## src/calbx_pkg.sv

```systemverilog
/*
  Package for the arithmetic, logic and branch execution block: operation
  codes, flag positions, cycle counts and the register map.
  Assumes an APB master with 32-bit data and word-aligned registers.
*/
package calbx_pkg;

  typedef enum logic [4:0] {
    CALBX_ADD_OP,
    CALBX_SUM_CARRY_OP,
    pair_sum_imm_op,
    CALBX_SUB_OP,
    difference_imm_op,
    difference_with_borrow_op,
    difference_imm_borrow_op,
    pair_difference_imm_op,
    CALBX_AND_OP,
    conjunction_imm_op,
    CALBX_OR_OP,
    disjunction_imm_op,
    CALBX_XOR_OP,
    bitwise_invert_op,
    arith_invert_op,
    mask_set_bits_op,
    mask_clear_bits_op,
    self_conjunction_test_op,
    unsigned_product_op,
    signed_product_op,
    mixed_sign_product_op,
    fraction_unsigned_product_op,
    fraction_signed_product_op,
    fraction_mixed_product_op,
    relative_jump_op,
    pointer_jump_op,
    absolute_jump_op,
    relative_subroutine_op,
    pointer_subroutine_op,
    CALBX_ABS_CALL_OP,
    subroutine_exit_op,
    CALBX_NOP_OP
  } calbx_op_t;

  // Flag bit positions in the status byte
  localparam int CALBX_FC = 0;
  localparam int CALBX_FZ = 1;
  localparam int CALBX_FN = 2;
  localparam int CALBX_FV = 3;
  localparam int CALBX_FS = 4;
  localparam int CALBX_FH = 5;

  localparam logic [7:0] CALBX_ALL_ONES = 8'hFF;

  // Cycle counts
  localparam logic [2:0] CALBX_CYC1 = 3'h1;
  localparam logic [2:0] CALBX_CYC2 = 3'h2;
  localparam logic [2:0] CALBX_CYC3 = 3'h3;
  localparam logic [2:0] CALBX_CYC4 = 3'h4;

  // Register byte addresses
  localparam logic [7:0] CALBX_CTRL_ADDR   = 8'h00;
  localparam logic [7:0] CALBX_OPND_ADDR   = 8'h04;
  localparam logic [7:0] CALBX_PAIR_ADDR   = 8'h08;
  localparam logic [7:0] CALBX_RES_ADDR    = 8'h0C;
  localparam logic [7:0] CALBX_SREG_ADDR   = 8'h10;
  localparam logic [7:0] CALBX_PC_ADDR     = 8'h14;
  localparam logic [7:0] CALBX_STAT_ADDR   = 8'h18;

  localparam logic [7:0] CALBX_SREG_RESET = 8'h00;
  localparam logic [15:0] CALBX_PC_RESET  = 16'h0000;

  // Control register fields
  localparam int CALBX_CTRL_GO  = 8;
  localparam int CALBX_OP_LSB   = 0;
  localparam int CALBX_OP_W     = 5;

endpackage

```

## src/calbx_alu_if.sv

```systemverilog
/*
  Interface carrying one operation request from the register front end to
  the execution core and its result back.
  Assumes both ends run on the same clock.
*/
`timescale 1ns/1ps
`default_nettype none
interface calbx_alu_if;
  import calbx_pkg::*;
  calbx_op_t   op;
  logic [7:0]  dst;
  logic [7:0]  src;
  logic [7:0]  dst_hi;
  logic [15:0] ptr;
  logic [15:0] pc;
  logic [15:0] stack_top;
  logic [7:0]  sreg;
  logic [15:0] res;
  logic [7:0]  next_sreg;
  logic [15:0] next_pc;
  logic [2:0]  cycles;

  modport front (output op, dst, src, dst_hi, ptr, pc, stack_top, sreg,
                 input res, next_sreg, next_pc, cycles);
  modport core  (input op, dst, src, dst_hi, ptr, pc, stack_top, sreg,
                 output res, next_sreg, next_pc, cycles);
endinterface
`default_nettype wire

```

## src/calbx_core.sv

```systemverilog
/*
  Combinational execution core: result, flags, next program counter and
  cycle cost of one operation.
  Assumes the caller holds operands stable while it reads the outputs.
*/
`timescale 1ns/1ps
`default_nettype none
module calbx_core (
  calbx_alu_if.core a
);
  import calbx_pkg::*;

  function automatic logic [7:0] sub_flags(input logic [7:0] d,
      input logic [7:0] k, input logic [7:0] r, input logic [7:0] s,
      input logic zkeep);
    logic [7:0] f;
    f = s;
    f[CALBX_FH] = (~d[3] & k[3]) | (k[3] & r[3]) | (r[3] & ~d[3]);
    f[CALBX_FC] = (~d[7] & k[7]) | (k[7] & r[7]) | (r[7] & ~d[7]);
    f[CALBX_FV] = (d[7] & ~k[7] & ~r[7]) | (~d[7] & k[7] & r[7]);
    f[CALBX_FN] = r[7];
    f[CALBX_FZ] = (r == 8'h00) & zkeep;
    f[CALBX_FS] = f[CALBX_FN] ^ f[CALBX_FV];
    return f;
  endfunction

  function automatic logic [7:0] logic_flags(input logic [7:0] r,
      input logic [7:0] s);
    logic [7:0] f;
    f = s;
    f[CALBX_FV] = 1'b0;
    f[CALBX_FN] = r[7];
    f[CALBX_FZ] = (r == 8'h00);
    f[CALBX_FS] = r[7];
    return f;
  endfunction

  logic [7:0]  d;
  logic [7:0]  k;
  logic [7:0]  s;
  logic [15:0] pair;
  logic [15:0] pres;
  logic [16:0] sprod;
  logic [8:0]  sum;
  logic [7:0]  r8;
  assign d = a.dst;
  assign k = a.src;
  assign s = a.sreg;
  assign pair = {a.dst_hi, a.dst};

  always_comb begin
    a.res       = 16'h0000;
    a.next_sreg = s;
    a.next_pc   = a.pc + 16'h0001;
    a.cycles    = CALBX_CYC1;
    sum         = 9'h000;
    r8          = 8'h00;
    pres        = 16'h0000;
    sprod       = 17'h00000;
    unique case (a.op)
      CALBX_ADD_OP, CALBX_SUM_CARRY_OP: begin
        sum = {1'b0, d} + {1'b0, k}
            + {8'h00, (a.op == CALBX_SUM_CARRY_OP) & s[CALBX_FC]};
        r8 = sum[7:0];
        a.res = {8'h00, r8};
        a.next_sreg[CALBX_FC] = sum[8];
        a.next_sreg[CALBX_FH] = (d[3] & k[3]) | (k[3] & ~r8[3])
                              | (~r8[3] & d[3]);
        a.next_sreg[CALBX_FV] = (d[7] & k[7] & ~r8[7])
                              | (~d[7] & ~k[7] & r8[7]);
        a.next_sreg[CALBX_FN] = r8[7];
        a.next_sreg[CALBX_FZ] = (r8 == 8'h00);
        a.next_sreg[CALBX_FS] = r8[7] ^ a.next_sreg[CALBX_FV];
      end
      pair_sum_imm_op, pair_difference_imm_op: begin
        // Immediate is six bits wide on the word forms
        if (a.op == pair_sum_imm_op) begin
          pres = pair + {10'h000, k[5:0]};
          a.next_sreg[CALBX_FV] = ~pair[15] & pres[15];
          a.next_sreg[CALBX_FC] = ~pres[15] & pair[15];
        end else begin
          pres = pair - {10'h000, k[5:0]};
          a.next_sreg[CALBX_FV] = pair[15] & ~pres[15];
          a.next_sreg[CALBX_FC] = pres[15] & ~pair[15];
        end
        a.res = pres;
        a.next_sreg[CALBX_FN] = pres[15];
        a.next_sreg[CALBX_FZ] = (pres == 16'h0000);
        a.next_sreg[CALBX_FS] = pres[15] ^ a.next_sreg[CALBX_FV];
        a.cycles = CALBX_CYC2;
      end
      CALBX_SUB_OP, difference_imm_op: begin
        r8 = d - k;
        a.res = {8'h00, r8};
        a.next_sreg = sub_flags(d, k, r8, s, 1'b1);
      end
      difference_with_borrow_op, difference_imm_borrow_op: begin
        r8 = d - k - {7'h00, s[CALBX_FC]};
        a.res = {8'h00, r8};
        // Zero only stays set across a multi-byte chain
        a.next_sreg = sub_flags(d, k, r8, s, s[CALBX_FZ]);
      end
      CALBX_AND_OP, conjunction_imm_op, self_conjunction_test_op,
      mask_clear_bits_op: begin
        if (a.op == self_conjunction_test_op)
          r8 = d & d;
        else if (a.op == mask_clear_bits_op)
          r8 = d & (CALBX_ALL_ONES - k);
        else
          r8 = d & k;
        a.res = {8'h00, r8};
        a.next_sreg = logic_flags(r8, s);
      end
      CALBX_OR_OP, disjunction_imm_op, mask_set_bits_op: begin
        r8 = d | k;
        a.res = {8'h00, r8};
        a.next_sreg = logic_flags(r8, s);
      end
      CALBX_XOR_OP: begin
        r8 = d ^ k;
        a.res = {8'h00, r8};
        a.next_sreg = logic_flags(r8, s);
      end
      bitwise_invert_op: begin
        r8 = CALBX_ALL_ONES - d;
        a.res = {8'h00, r8};
        a.next_sreg = logic_flags(r8, s);
        a.next_sreg[CALBX_FC] = 1'b1;
      end
      arith_invert_op: begin
        r8 = 8'h00 - d;
        a.res = {8'h00, r8};
        a.next_sreg = sub_flags(8'h00, d, r8, s, 1'b1);
      end
      unsigned_product_op, signed_product_op, mixed_sign_product_op,
      fraction_unsigned_product_op, fraction_signed_product_op,
      fraction_mixed_product_op: begin
        if (a.op == unsigned_product_op
            || a.op == fraction_unsigned_product_op)
          sprod = {9'h000, d} * {9'h000, k};
        else if (a.op == signed_product_op
            || a.op == fraction_signed_product_op)
          sprod = 17'($signed({{9{d[7]}}, d}) * $signed({{9{k[7]}}, k}));
        else
          sprod = 17'($signed({{9{d[7]}}, d}) * $signed({9'h000, k}));
        pres = sprod[15:0];
        a.next_sreg[CALBX_FC] = pres[15];
        if (a.op == fraction_unsigned_product_op
            || a.op == fraction_signed_product_op
            || a.op == fraction_mixed_product_op)
          pres = {pres[14:0], 1'b0};
        a.res = pres;
        a.next_sreg[CALBX_FZ] = (pres == 16'h0000);
        a.cycles = CALBX_CYC2;
      end
      relative_jump_op, relative_subroutine_op: begin
        a.next_pc = a.pc + {{8{k[7]}}, k} + 16'h0001;
        a.cycles = (a.op == relative_jump_op) ? CALBX_CYC2 : CALBX_CYC3;
      end
      pointer_jump_op: begin
        a.next_pc = a.ptr;
        a.cycles = CALBX_CYC2;
      end
      pointer_subroutine_op: begin
        a.next_pc = a.ptr;
        a.cycles = CALBX_CYC3;
      end
      absolute_jump_op: begin
        a.next_pc = a.ptr;
        a.cycles = CALBX_CYC3;
      end
      CALBX_ABS_CALL_OP: begin
        a.next_pc = a.ptr;
        a.cycles = CALBX_CYC4;
      end
      subroutine_exit_op: begin
        a.next_pc = a.stack_top;
        a.cycles = CALBX_CYC4;
      end
      CALBX_NOP_OP: begin
        a.cycles = CALBX_CYC1;
      end
    endcase
  end

endmodule
`default_nettype wire

```

## src/calbx_top.sv

```systemverilog
/*
  APB-reached execution unit for arithmetic, logic, multiply and
  unconditional program-flow operations of an 8-bit core.
  Assumes a single 50 MHz pclk and an APB3 master with 32-bit data.
*/
// Implementation choices: the APB slave port and the address map.
// Operation
// - Add with carry writes dst+src+C and sets Z,C,N,V,H in 1 cycle.
// - Pair add immediate adds K to the 16-bit pair, Z,C,N,V,S, 2 cycles.
// - Subtract immediate writes dst-K, Z,C,N,V,H in 1 cycle.
// - Register subtract with borrow writes dst-src-C in 1 cycle.
// - Immediate subtract with borrow writes dst-K-C in 1 cycle.
// - Pair subtract immediate takes K from the pair in 2 cycles.
// - AND immediate keeps dst&K and sets only Z,N,V,S in 1 cycle.
// - OR immediate keeps dst|K and sets Z,N,V in 1 cycle.
// - Test ANDs a register with itself and sets Z,N,V in 1 cycle.
// - Mask set bits ORs in a mask and sets Z,N,V in 1 cycle.
// - Mask clear bits ANDs with 0xFF-K and sets Z,N,V in 1 cycle.
// - The three multiplies put the product in the pair, Z,C, 2 cycles.
// - Fractional multiplies shift the product left once, Z,C, 2 cycles.
// - Pointer jump loads PC from the pointer, no flags, 2 cycles.
// - Pointer call loads PC from the pointer, no flags, 3 cycles.
`timescale 1ns/1ps
`default_nettype none
module calbx_top (
  // Clock and reset
  input  wire logic        pclk,
  input  wire logic        presetn,
  // APB slave
  input  wire logic        psel,
  input  wire logic        penable,
  input  wire logic        pwrite,
  input  wire logic [7:0]  paddr,
  input  wire logic [31:0] pwdata,
  output var  logic [31:0] prdata,
  output var  logic        pready,
  output var  logic        pslverr
);
  import calbx_pkg::*;

  calbx_alu_if alu ();

  logic [4:0]  op_code;
  logic [7:0]  opnd_dst;
  logic [7:0]  opnd_src;
  logic [7:0]  opnd_hi;
  logic [15:0] ptr;
  logic [15:0] stack_top;
  logic [15:0] result;
  logic [7:0]  sreg;
  logic [15:0] pc;
  logic        busy;
  logic [2:0]  cyc_left;
  logic [2:0]  last_cycles;
  logic [15:0] done_count;

  logic wr_en;
  logic rd_en;
  logic go;
  logic addr_ok;

  function automatic logic known_addr(input logic [7:0] ad);
    return ad == CALBX_CTRL_ADDR || ad == CALBX_OPND_ADDR
        || ad == CALBX_PAIR_ADDR || ad == CALBX_RES_ADDR
        || ad == CALBX_SREG_ADDR || ad == CALBX_PC_ADDR
        || ad == CALBX_STAT_ADDR;
  endfunction

  assign addr_ok = known_addr(paddr);
  assign pready  = 1'b1;
  assign pslverr = psel & penable & ~addr_ok;
  assign wr_en   = psel & penable & pwrite & addr_ok;
  assign rd_en   = psel & ~penable & ~pwrite;
  // Writes while an operation runs start nothing; the operands stay held
  assign go      = wr_en & ~busy & (paddr == CALBX_CTRL_ADDR)
                 & pwdata[CALBX_CTRL_GO];

  // The op code written together with go drives the core in that cycle
  assign alu.op        = go ? calbx_op_t'(pwdata[CALBX_OP_LSB +: CALBX_OP_W])
                            : calbx_op_t'(op_code);
  assign alu.dst       = opnd_dst;
  assign alu.src       = opnd_src;
  assign alu.dst_hi    = opnd_hi;
  assign alu.ptr       = ptr;
  assign alu.pc        = pc;
  assign alu.stack_top = stack_top;
  assign alu.sreg      = sreg;

  calbx_core u_core (
    .a (alu.core)
  );

  // Operand registers
  always_ff @(posedge pclk or negedge presetn) begin
    if (!presetn) begin
      op_code   <= 5'h1F;
      opnd_dst  <= 8'h00;
      opnd_src  <= 8'h00;
      opnd_hi   <= 8'h00;
      ptr       <= 16'h0000;
      stack_top <= 16'h0000;
    end else if (wr_en && !busy) begin
      if (paddr == CALBX_CTRL_ADDR)
        op_code <= pwdata[CALBX_OP_LSB +: CALBX_OP_W];
      if (paddr == CALBX_OPND_ADDR) begin
        opnd_dst <= pwdata[7:0];
        opnd_src <= pwdata[15:8];
        opnd_hi  <= pwdata[23:16];
      end
      if (paddr == CALBX_PAIR_ADDR) begin
        ptr       <= pwdata[15:0];
        stack_top <= pwdata[31:16];
      end
    end
  end

  // Commit: state lands at start, busy stays up for the cycle cost less one
  always_ff @(posedge pclk or negedge presetn) begin
    if (!presetn) begin
      result      <= 16'h0000;
      sreg        <= CALBX_SREG_RESET;
      pc          <= CALBX_PC_RESET;
      last_cycles <= 3'h0;
    end else if (go) begin
      result      <= alu.res;
      sreg        <= alu.next_sreg;
      pc          <= alu.next_pc;
      last_cycles <= alu.cycles;
    end else if (wr_en && !busy) begin
      if (paddr == CALBX_SREG_ADDR)
        sreg <= pwdata[7:0];
      if (paddr == CALBX_PC_ADDR)
        pc <= pwdata[15:0];
    end
  end

  always_ff @(posedge pclk or negedge presetn) begin
    if (!presetn) begin
      busy     <= 1'b0;
      cyc_left <= 3'h0;
    end else if (go) begin
      busy     <= alu.cycles != CALBX_CYC1;
      cyc_left <= alu.cycles - CALBX_CYC1;
    end else if (busy) begin
      cyc_left <= cyc_left - 3'h1;
      busy     <= cyc_left != 3'h1;
    end
  end

  always_ff @(posedge pclk or negedge presetn) begin
    if (!presetn)
      done_count <= 16'h0000;
    else if (go)
      done_count <= done_count + 16'h0001;
  end

  always_ff @(posedge pclk or negedge presetn) begin
    if (!presetn) begin
      prdata <= 32'h0000_0000;
    end else if (rd_en) begin
      unique case (paddr)
        CALBX_CTRL_ADDR: prdata <= {27'h0, op_code};
        CALBX_OPND_ADDR: prdata <= {8'h00, opnd_hi, opnd_src, opnd_dst};
        CALBX_PAIR_ADDR: prdata <= {stack_top, ptr};
        CALBX_RES_ADDR:  prdata <= {16'h0000, result};
        CALBX_SREG_ADDR: prdata <= {24'h0, sreg};
        CALBX_PC_ADDR:   prdata <= {16'h0000, pc};
        CALBX_STAT_ADDR: prdata <= {done_count, 5'h0, last_cycles,
                                    7'h0, busy};
        default:         prdata <= 32'h0000_0000;
      endcase
    end
  end

  // Checks
  property p_busy_two;
    @(posedge pclk) disable iff (!presetn)
      (go && alu.cycles == CALBX_CYC2) |=> busy ##1 !busy;
  endproperty
  a_busy_two: assert property (p_busy_two)
    else $error("two-cycle op busy span wrong");

  property p_busy_three;
    @(posedge pclk) disable iff (!presetn)
      (go && alu.op == pointer_subroutine_op) |=> busy[*2] ##1 !busy;
  endproperty
  a_busy_three: assert property (p_busy_three)
    else $error("pointer call not three cycles");

  property p_one_cycle;
    @(posedge pclk) disable iff (!presetn)
      (go && alu.op == difference_imm_op) |=> !busy;
  endproperty
  a_one_cycle: assert property (p_one_cycle)
    else $error("subtract immediate not one cycle");

  property p_pointer_jump_op_pc;
    @(posedge pclk) disable iff (!presetn)
      (go && alu.op == pointer_jump_op) |=> pc == $past(ptr)
        && sreg == $past(sreg);
  endproperty
  a_pointer_jump_op_pc: assert property (p_pointer_jump_op_pc)
    else $error("pointer jump pc or flags wrong");

  property p_relative_jump_op_pc;
    @(posedge pclk) disable iff (!presetn)
      (go && alu.op == relative_jump_op) |=>
        pc == $past(pc) + {{8{$past(opnd_src[7])}}, $past(opnd_src)} + 16'h1;
  endproperty
  a_relative_jump_op_pc: assert property (p_relative_jump_op_pc)
    else $error("relative jump target wrong");

  property p_adc;
    @(posedge pclk) disable iff (!presetn)
      (go && alu.op == CALBX_SUM_CARRY_OP) |=> result[7:0] ==
        8'($past(opnd_dst) + $past(opnd_src) + $past(sreg[CALBX_FC]));
  endproperty
  a_adc: assert property (p_adc)
    else $error("add with carry result wrong");

  property p_conjunction_imm_op_c;
    @(posedge pclk) disable iff (!presetn)
      (go && alu.op == conjunction_imm_op) |=>
        sreg[CALBX_FC] == $past(sreg[CALBX_FC]) && !sreg[CALBX_FV];
  endproperty
  a_conjunction_imm_op_c: assert property (p_conjunction_imm_op_c)
    else $error("and immediate touched carry");

  property p_cbr;
    @(posedge pclk) disable iff (!presetn)
      (go && alu.op == mask_clear_bits_op) |=>
        result[7:0] == ($past(opnd_dst) & ~$past(opnd_src));
  endproperty
  a_cbr: assert property (p_cbr)
    else $error("mask clear result wrong");

  property p_fraction_unsigned_product_op;
    @(posedge pclk) disable iff (!presetn)
      (go && alu.op == fraction_unsigned_product_op) |=>
        result == 16'(($past(opnd_dst) * $past(opnd_src)) << 1);
  endproperty
  a_fraction_unsigned_product_op: assert property (p_fraction_unsigned_product_op)
    else $error("fractional product wrong");

  c_mul: cover property (@(posedge pclk) go && alu.op == signed_product_op);
  c_ret: cover property (@(posedge pclk) go && alu.op == subroutine_exit_op);
  c_pair_sum_imm_op: cover property (@(posedge pclk) go && alu.op == pair_sum_imm_op);

endmodule
`default_nettype wire

```

## config.mk

```make
export PLATFORM = sky130hd
export DESIGN_NAME = calbx_top
export DESIGN_NICKNAME = d
export VERILOG_FILES = /design/src/calbx_pkg.sv /design/src/calbx_alu_if.sv /design/src/calbx_core.sv /design/src/calbx_top.sv
export SDC_FILE = /design/constraint.sdc
export NUM_CORES = 1
export LEC_CHECK = 0
export ABC_AREA = 1
export BUFFER_PORTS_ARGS = -buffer_cell sky130_fd_sc_hd__clkbuf_2
export CAP_MARGIN = 20
export CORE_MARGIN = 8
export CORE_UTILIZATION = 55
export DETAILED_ROUTE_END_ITERATION = 8
export HOLD_SLACK_MARGIN = 0.06
export PLACE_DENSITY_LB_ADDON = 0.1
export REMOVE_ABC_BUFFERS = 1
export SLEW_MARGIN = 20
export SYNTH_ARGS = -nofsm -noshare
export SYNTH_HDL_FRONTEND = slang
export SYNTH_SLANG_ARGS = --single-unit
```

## constraint.sdc

```tcl
create_clock -name pclk -period 10.9 [get_ports pclk]
set_input_delay 2.18 -clock pclk [delete_from_list [all_inputs] [get_ports pclk]]
set_output_delay 2.18 -clock pclk [all_outputs]
set_load 0.02 [all_outputs]
```

==> results.md, run 1 <==
- Status: finished, final reports clean
- Remaining DRCs: 0
- Inst Count DP: 2955
- Worst stage delay on the critical path: 0.89 ns
- FMAX: 147 MHz
- Final setup viols: 0
- Final Power: 0.00123 W
- Vias in the first global route: 16999
- Hold buffer count at CTS: 0
- Via/cell ratio: 5.91
- I/O pin count: 79
- Int Pwr: 0.000930 W
- Number of CTS-inserted buffers: 17
- Pin count of the biggest net entering global routing: 83
- 1st-pass router iterations: 8
- Placed instance area: 18900 µm²
- Routed len/inst: 22.4 µm
- Final Hold Vio Count: 0
- Psw: 0.000298 W
- DRT iter0 DRCs: 2016
- Slew Viols, Final: 0
- Reg power frac: 0.472
- Clk network pwr share: 0.490
- Syn-to-layout area delta: 7.62%
- Worst-path clk slew: 0.07 ns
- Yosys cell types: 60
- Syn Inst Count: 2487
- Leakage: 10.6 nW
- CP Class: in -> reg
- Worst vdd ir: 0.119 mV
- Post-Synth Simple-Gate Area: 0.223
- HP Class: reg -> reg
- Sw Share: 0.243
- Core Box Area: 32500 µm²
- First-pass GRT wire length: 101000 µm
- Most frequent cells in the layout: nand2_1, inv_1, o21ai_0
- Compound-Gate Fraction of Synth Area: 0.143
- CP cell instances: clkbuf_2 -> nor2_1 -> nand2_1 -> inv_2 -> nand2_2 -> nand3_2 -> nand4_4 -> o21ai_1 -> inv_1 -> nand2_1 -> nor4_1 -> fa_1 -> inv_1 -> o21ai_0 -> a21oi_1 -> o21ai_0 -> xor2_1 -> nand4_1 -> nor4_1 -> nor2_1 -> nor2_1 -> nand2_1 -> a21oi_1
- H-tree depth: 4
- Combinational share of power: 0.038
- Setup TNS: 0 ns
- GRT Residual Overflow: 0
- Clock sink count: 156
- Synth Cell Area: 18100 µm²
- Crit path max-delay family: simple AND/OR/NAND/NOR gates
- Ys Warns: 0
- Die extent in y: 198 µm
- Max-cap viol count: 0
- CP Launch Type: primary input
- Ant. Diodes: 0
- Final Critical Period: 6.78 ns
- Most common cell after layout, fill and taps aside: nand2_1
- Worst-skew pair later-pin latency: 0.45 ns
- Sequential area share after synthesis: 0.216
- RSZ-0062 raised after global routing: no
- Worst Skew: 0.0150 ns
- Pin slew with the least headroom to its limit: 1.04 ns
- Global router's overall resource usage: 0.343
- Net count, final: 2859
- Post-synthesis xor/xnor area fraction: 0.0527
- Detailed placement HPWL: 52500 µm
- Layout cell share with drive strength beyond 1: 0.0774
- Post-CTS sizing: 0
- Die outline width: 198 µm
- Largest family of logic cells by synthesized area: adder cells
- Relative slew slack: 0.299
- Post-synthesis adder-cell area fraction: 0.246
- Design area: 19500 µm²
- CP max stage cell: o21ai_1
- Root buf cell: clkbuf_16
- CTS tree: done
- Vias: 17634
- Hold slack: 0.478 ns
- Initial Utilization: 0.557
- Antenna violations before repair: 2
- PortBufs: 77
- Fin crit share: 0.622
- Longest Clk Path Bufs: 2
- Layout Cells excl Fill: 2986
- Max FO, Critical Path: 14
- Crit path required time: 11.27 ns
- Setup Fix Bufs, Post-CTS: 0
- Routed Antenna Nets: 0
- Worst path buffer plus inverter count: 4
- Die area: 39000 µm²
- CP arrival: 7.15 ns
- Avg Inst Size Synth: 7.29 µm²
- Mux contribution to synthesized area: 0.00366
- PD cells: 62.9 nW/µm²
- WL final: 66800 µm
- GP Congestion: 1.03
- Rows: 66
- Post-synthesis sequential element count: 156
- Setup crit end kind: flop
-- registers in the layout, indices dropped and copies added, names as in the netlist --
signal / cells
prdata: 32
alu.dst: 8
op_code: 5
alu.pc: 16
done_count: 16
alu.dst_hi: 8
alu.stack_top: 16
alu.src: 8
cyc_left: 3
busy: 1
alu.ptr: 16
last_cycles: 3
result: 16
alu.sreg: 8
-- worst paths after layout --
path	startpoint	endpoint	slack [ns]	cells past startpoint
worst max-delay path	paddr[7]	alu.sreg[1]$_DFFE_PN0P_	4.12	23
worst min-delay path	prdata[4]$_DFFE_PN0P_	prdata[4]$_DFFE_PN0P_	0.48	2
worst min register to register	prdata[4]$_DFFE_PN0P_	prdata[4]$_DFFE_PN0P_	0.48	2
worst max register to register	alu.dst[7]$_DFFE_PN0P_	alu.sreg[1]$_DFFE_PN0P_	4.31	28
min in group asynchronous	presetn	alu.dst[0]$_DFFE_PN0P_	1.80	1
max in group asynchronous	presetn	done_count[7]$_DFFE_PN0N_	7.64	2
-- cells in the mapped netlist (all sizes together) --
cell | number | area, µm²
nand2 | 608 | 2310
inv | 459 | 1730
o21ai | 182 | 941
nor2 | 165 | 679
ha | 157 | 1960
dfrtp | 151 | 3780
fa | 125 | 2500
nand3 | 112 | 588
a21oi | 90 | 454
xor2 | 85 | 744
clkbuf | 58 | 218
o22ai | 35 | 219
nor3 | 29 | 150
nand4 | 24 | 165
xnor2 | 24 | 210
buf | 21 | 135
a221oi | 20 | 175
o211ai | 20 | 150
a31oi | 16 | 100
o2111ai | 15 | 131
nor4 | 13 | 81.3
o221ai | 13 | 114
a22oi | 8 | 60.1
a211oi | 5 | 37.5
clkinv | 5 | 18.8
dfstp | 5 | 131
mux2 | 5 | 56.3
o21bai | 5 | 37.5
o21a | 4 | 30.0
o31ai | 4 | 30.0
or2 | 4 | 25.0
a21o | 3 | 22.5
nand3b | 3 | 22.5
a31o | 2 | 17.5
a32o | 2 | 20.0
a32oi | 2 | 17.5
and3 | 2 | 12.5
a21boi | 1 | 7.51
conb | 1 | 3.75
mux2i | 1 | 10.0
nor3b | 1 | 7.51
o211a | 1 | 10.0
o41ai | 1 | 8.76
-- layer usage --
metal	vias up	GRT usage	routed length, µm
li1	8074	-	-
met1	8379	0.501	29700
met2	1022	0.472	26800
met3	155	0.114	8330
met4	4	0.100	2000
met5	-	0	23
-- logic make-up (layout without fill, tap and decap cells) --
family                     after synthesis  count (layout)
and+or+nand+nor                        961             961
buffers and inverters                  543             600
AOI/OAI and AO/OA                      429             429
adders and majority gates              282             282
DFF                                    156             156
xor gates and xnor gates               109             109
muxes                                    6               6
other                                    1               1
-- worst reg2reg max path: cells and delay by family (launching register included) --
kind	cells	cell delay (ns)
fa+ha+maj	5	2.28
compound gates	5	1.24
buf+inv	4	1.01
simple gates	13	1.47
flops	1	0.35
xor+xnor	1	0.17
-- metrics by stage --
| step | setup WS, ns | utilization |
|---|---|---|
| final | 4.12 | 0.600 |
| after global routing | 3.73 | 0.600 |
| after CTS | 4.25 | 0.600 |
| after detailed placement | 3.79 | 0.582 |
| after global placement | 4.02 | 0.582 |
| after floorplan | 4.48 | - |
-- final cells by class --
type                    count  area, µm²
clock buffers              19        433
multi-input cells        1788      12100
well taps                 442        553
flip-flops and latches    156       3910
fillers                  3123      13000
clock inverters            12        139
repair buffers            105        602
inverters                 464       1740
-- power by group through the flow --
stage                     logic (W)  registers, W  clock network, W
after detailed placement  0.0000461      0.000591                 0
after global placement    0.0000458      0.000591                 0
final                     0.0000464      0.000580          0.000601
after CTS                 0.0000464      0.000580          0.000603
after floorplan           0.0000142      0.000592                 0
after global routing      0.0000513      0.000580          0.000624
No activity file was read; power rests on OpenSTA's default activity.
==> run 2: changes to the inputs <==
==> constraint.sdc (replaced) <==
create_clock -name pclk -period 5.7 [get_ports pclk]
set_input_delay 1.14 -clock pclk [delete_from_list [all_inputs] [get_ports pclk]]
set_output_delay 1.14 -clock pclk [all_outputs]
set_load 0.02 [all_outputs]
==> results.md, run 2 (same netlist as run 1, synthesis figures left out) <==
- Remaining DRCs: 0
- Initial Utilization: 0.557
- Post-CTS sizing: 0
- Status: finished, final reports clean
- Hold slack: 0.482 ns
- PD cells: 119 nW/µm²
- Vias in the first global route: 17768
- Final Hold Vio Count: 0
- Rows: 66
- Layout Cells excl Fill: 3064
- Number of CTS-inserted buffers: 17
- Antenna violations before repair: 2
- DRT iter0 DRCs: 2121
- H-tree depth: 4
- PortBufs: 77
- 1st-pass router iterations: 9
- Max-cap viol count: 0
- Routed len/inst: 22.0 µm
- CP Class: reg -> reg
- Net count, final: 2936
- Final Power: 0.00240 W
- # fillers: 3031
- Routed Antenna Nets: 0
- Max FO, Critical Path: 6
- Worst Skew: 0.0137 ns
- Hold buffer count at CTS: 0
- Final Critical Period: 5.54 ns
- FMAX: 181 MHz
- Via/cell ratio: 5.88
- Die outline width: 198 µm
- Vias: 18028
- Most frequent cells in the layout: nand2_1, inv_1, o21ai_0
- Fin crit share: 0.971
- Global router's overall resource usage: 0.346
- Worst stage delay on the critical path: 0.53 ns
- Core Box Area: 32500 µm²
- Slew Viols, Final: 0
- CP max stage cell: fa_1
- Longest Clk Path Bufs: 2
- Worst-path clk slew: 0.08 ns
- WL final: 67500 µm
- Crit path required time: 6.08 ns
- Relative slew slack: 0.311
- Max FFs per register: 32
- Worst R2R Setup Slack: 0.16 ns
- Final setup viols: 0
- Pin count of the biggest net entering global routing: 95
- Inst Count DP: 3032
- Die area: 39000 µm²
- Clock sink count: 156
- Worst vdd ir: 0.232 mV
- I/O pin count: 79
- HP Class: reg -> reg
- Most common cell after layout, fill and taps aside: nand2_1
- Leakage: 11.0 nW
- Register area: 3920 µm²
- CP arrival: 5.91 ns
- Layout cell share with drive strength beyond 1: 0.109
- CTS tree: done
- Die extent in y: 198 µm
- CP Launch Type: flop
- First-pass GRT wire length: 103000 µm
- Detailed placement HPWL: 54900 µm
- Pin slew with the least headroom to its limit: 1.03 ns
- CP dominant cell by count: nand2_1
- GRT Residual Overflow: 0
- Most flops, register: prdata
- Syn-to-layout area delta: 11.3%
- Root buf cell: clkbuf_16
- Area of the multi-input gates: 12100 µm²
- Setup Fix Bufs, Post-CTS: 0
- GP Congestion: 1.06
- Worst-skew pair later-pin latency: 0.45 ns
- RSZ-0062 raised after global routing: yes
- Setup crit end kind: flop
- Ant. Diodes: 0
[run 2: path summary, 6_finish.rpt]
check	from	endpoint	cells past startpoint
min reg2reg	prdata[1]$_DFFE_PN0P_	prdata[1]$_DFFE_PN0P_	2
min	prdata[1]$_DFFE_PN0P_	prdata[1]$_DFFE_PN0P_	2
min in group asynchronous	presetn	alu.dst[5]$_DFFE_PN0P_	1
max	alu.src[3]$_DFFE_PN0P_	alu.sreg[1]$_DFFE_PN0P_	28
max in group asynchronous	presetn	alu.stack_top[2]$_DFFE_PN0P_	2
max reg2reg	alu.src[3]$_DFFE_PN0P_	alu.sreg[1]$_DFFE_PN0P_	28
[run 2: routing by layer]
| layer | vias to the layer above | global-route usage | wire length (µm) |
|---|---|---|---|
| li1 | 8222 | - | - |
| met1 | 8677 | 0.500 | 29400 |
| met2 | 1000 | 0.497 | 27900 |
| met3 | 125 | 0.0988 | 8260 |
| met4 | 4 | 0.101 | 1930 |
| met5 | - | 0 | 23 |
[run 2: final cells by class]
cell class,count,area share
Clock buffer,17,0.0211
Timing Repair Buffer,182,0.0593
Inverter,464,0.0866
Tap cell,442,0.0274
Clock inverter,15,0.00961
Sequential cell,156,0.194
Multi-Input combinational cell,1788,0.602
[run 2: metrics by stage]
stage               TNS, ns  setup slack (ns)   util  area, µm²
CTS                       0             0.189  0.619      20100
global placement          0             0.321  0.600      19500
floorplan                 0             0.320      -      17800
global route        -0.0888           -0.0888  0.620      20200
finish                    0             0.163  0.620      20200
detailed placement        0             0.220  0.600      19500
[run 2: critical path, delay by kind of cell (launching register included)]
| family | cells | cell delay, ns |
|---|---|---|
| XOR/XNOR | 1 | 0.19 |
| AND/OR/NAND/NOR | 11 | 1.09 |
| flip-flops | 1 | 0.49 |
| buffers and inverters | 6 | 0.50 |
| adder cells (fa/ha/maj) | 5 | 2.34 |
| AO/OA/AOI/OAI | 5 | 0.87 |
[run 2: power breakdown]
part           total [W]  switching, W  internal, W
Combinational  0.0000933     0.0000699    0.0000234
Clock            0.00120      0.000601     0.000599
Sequential       0.00111    0.00000124      0.00111
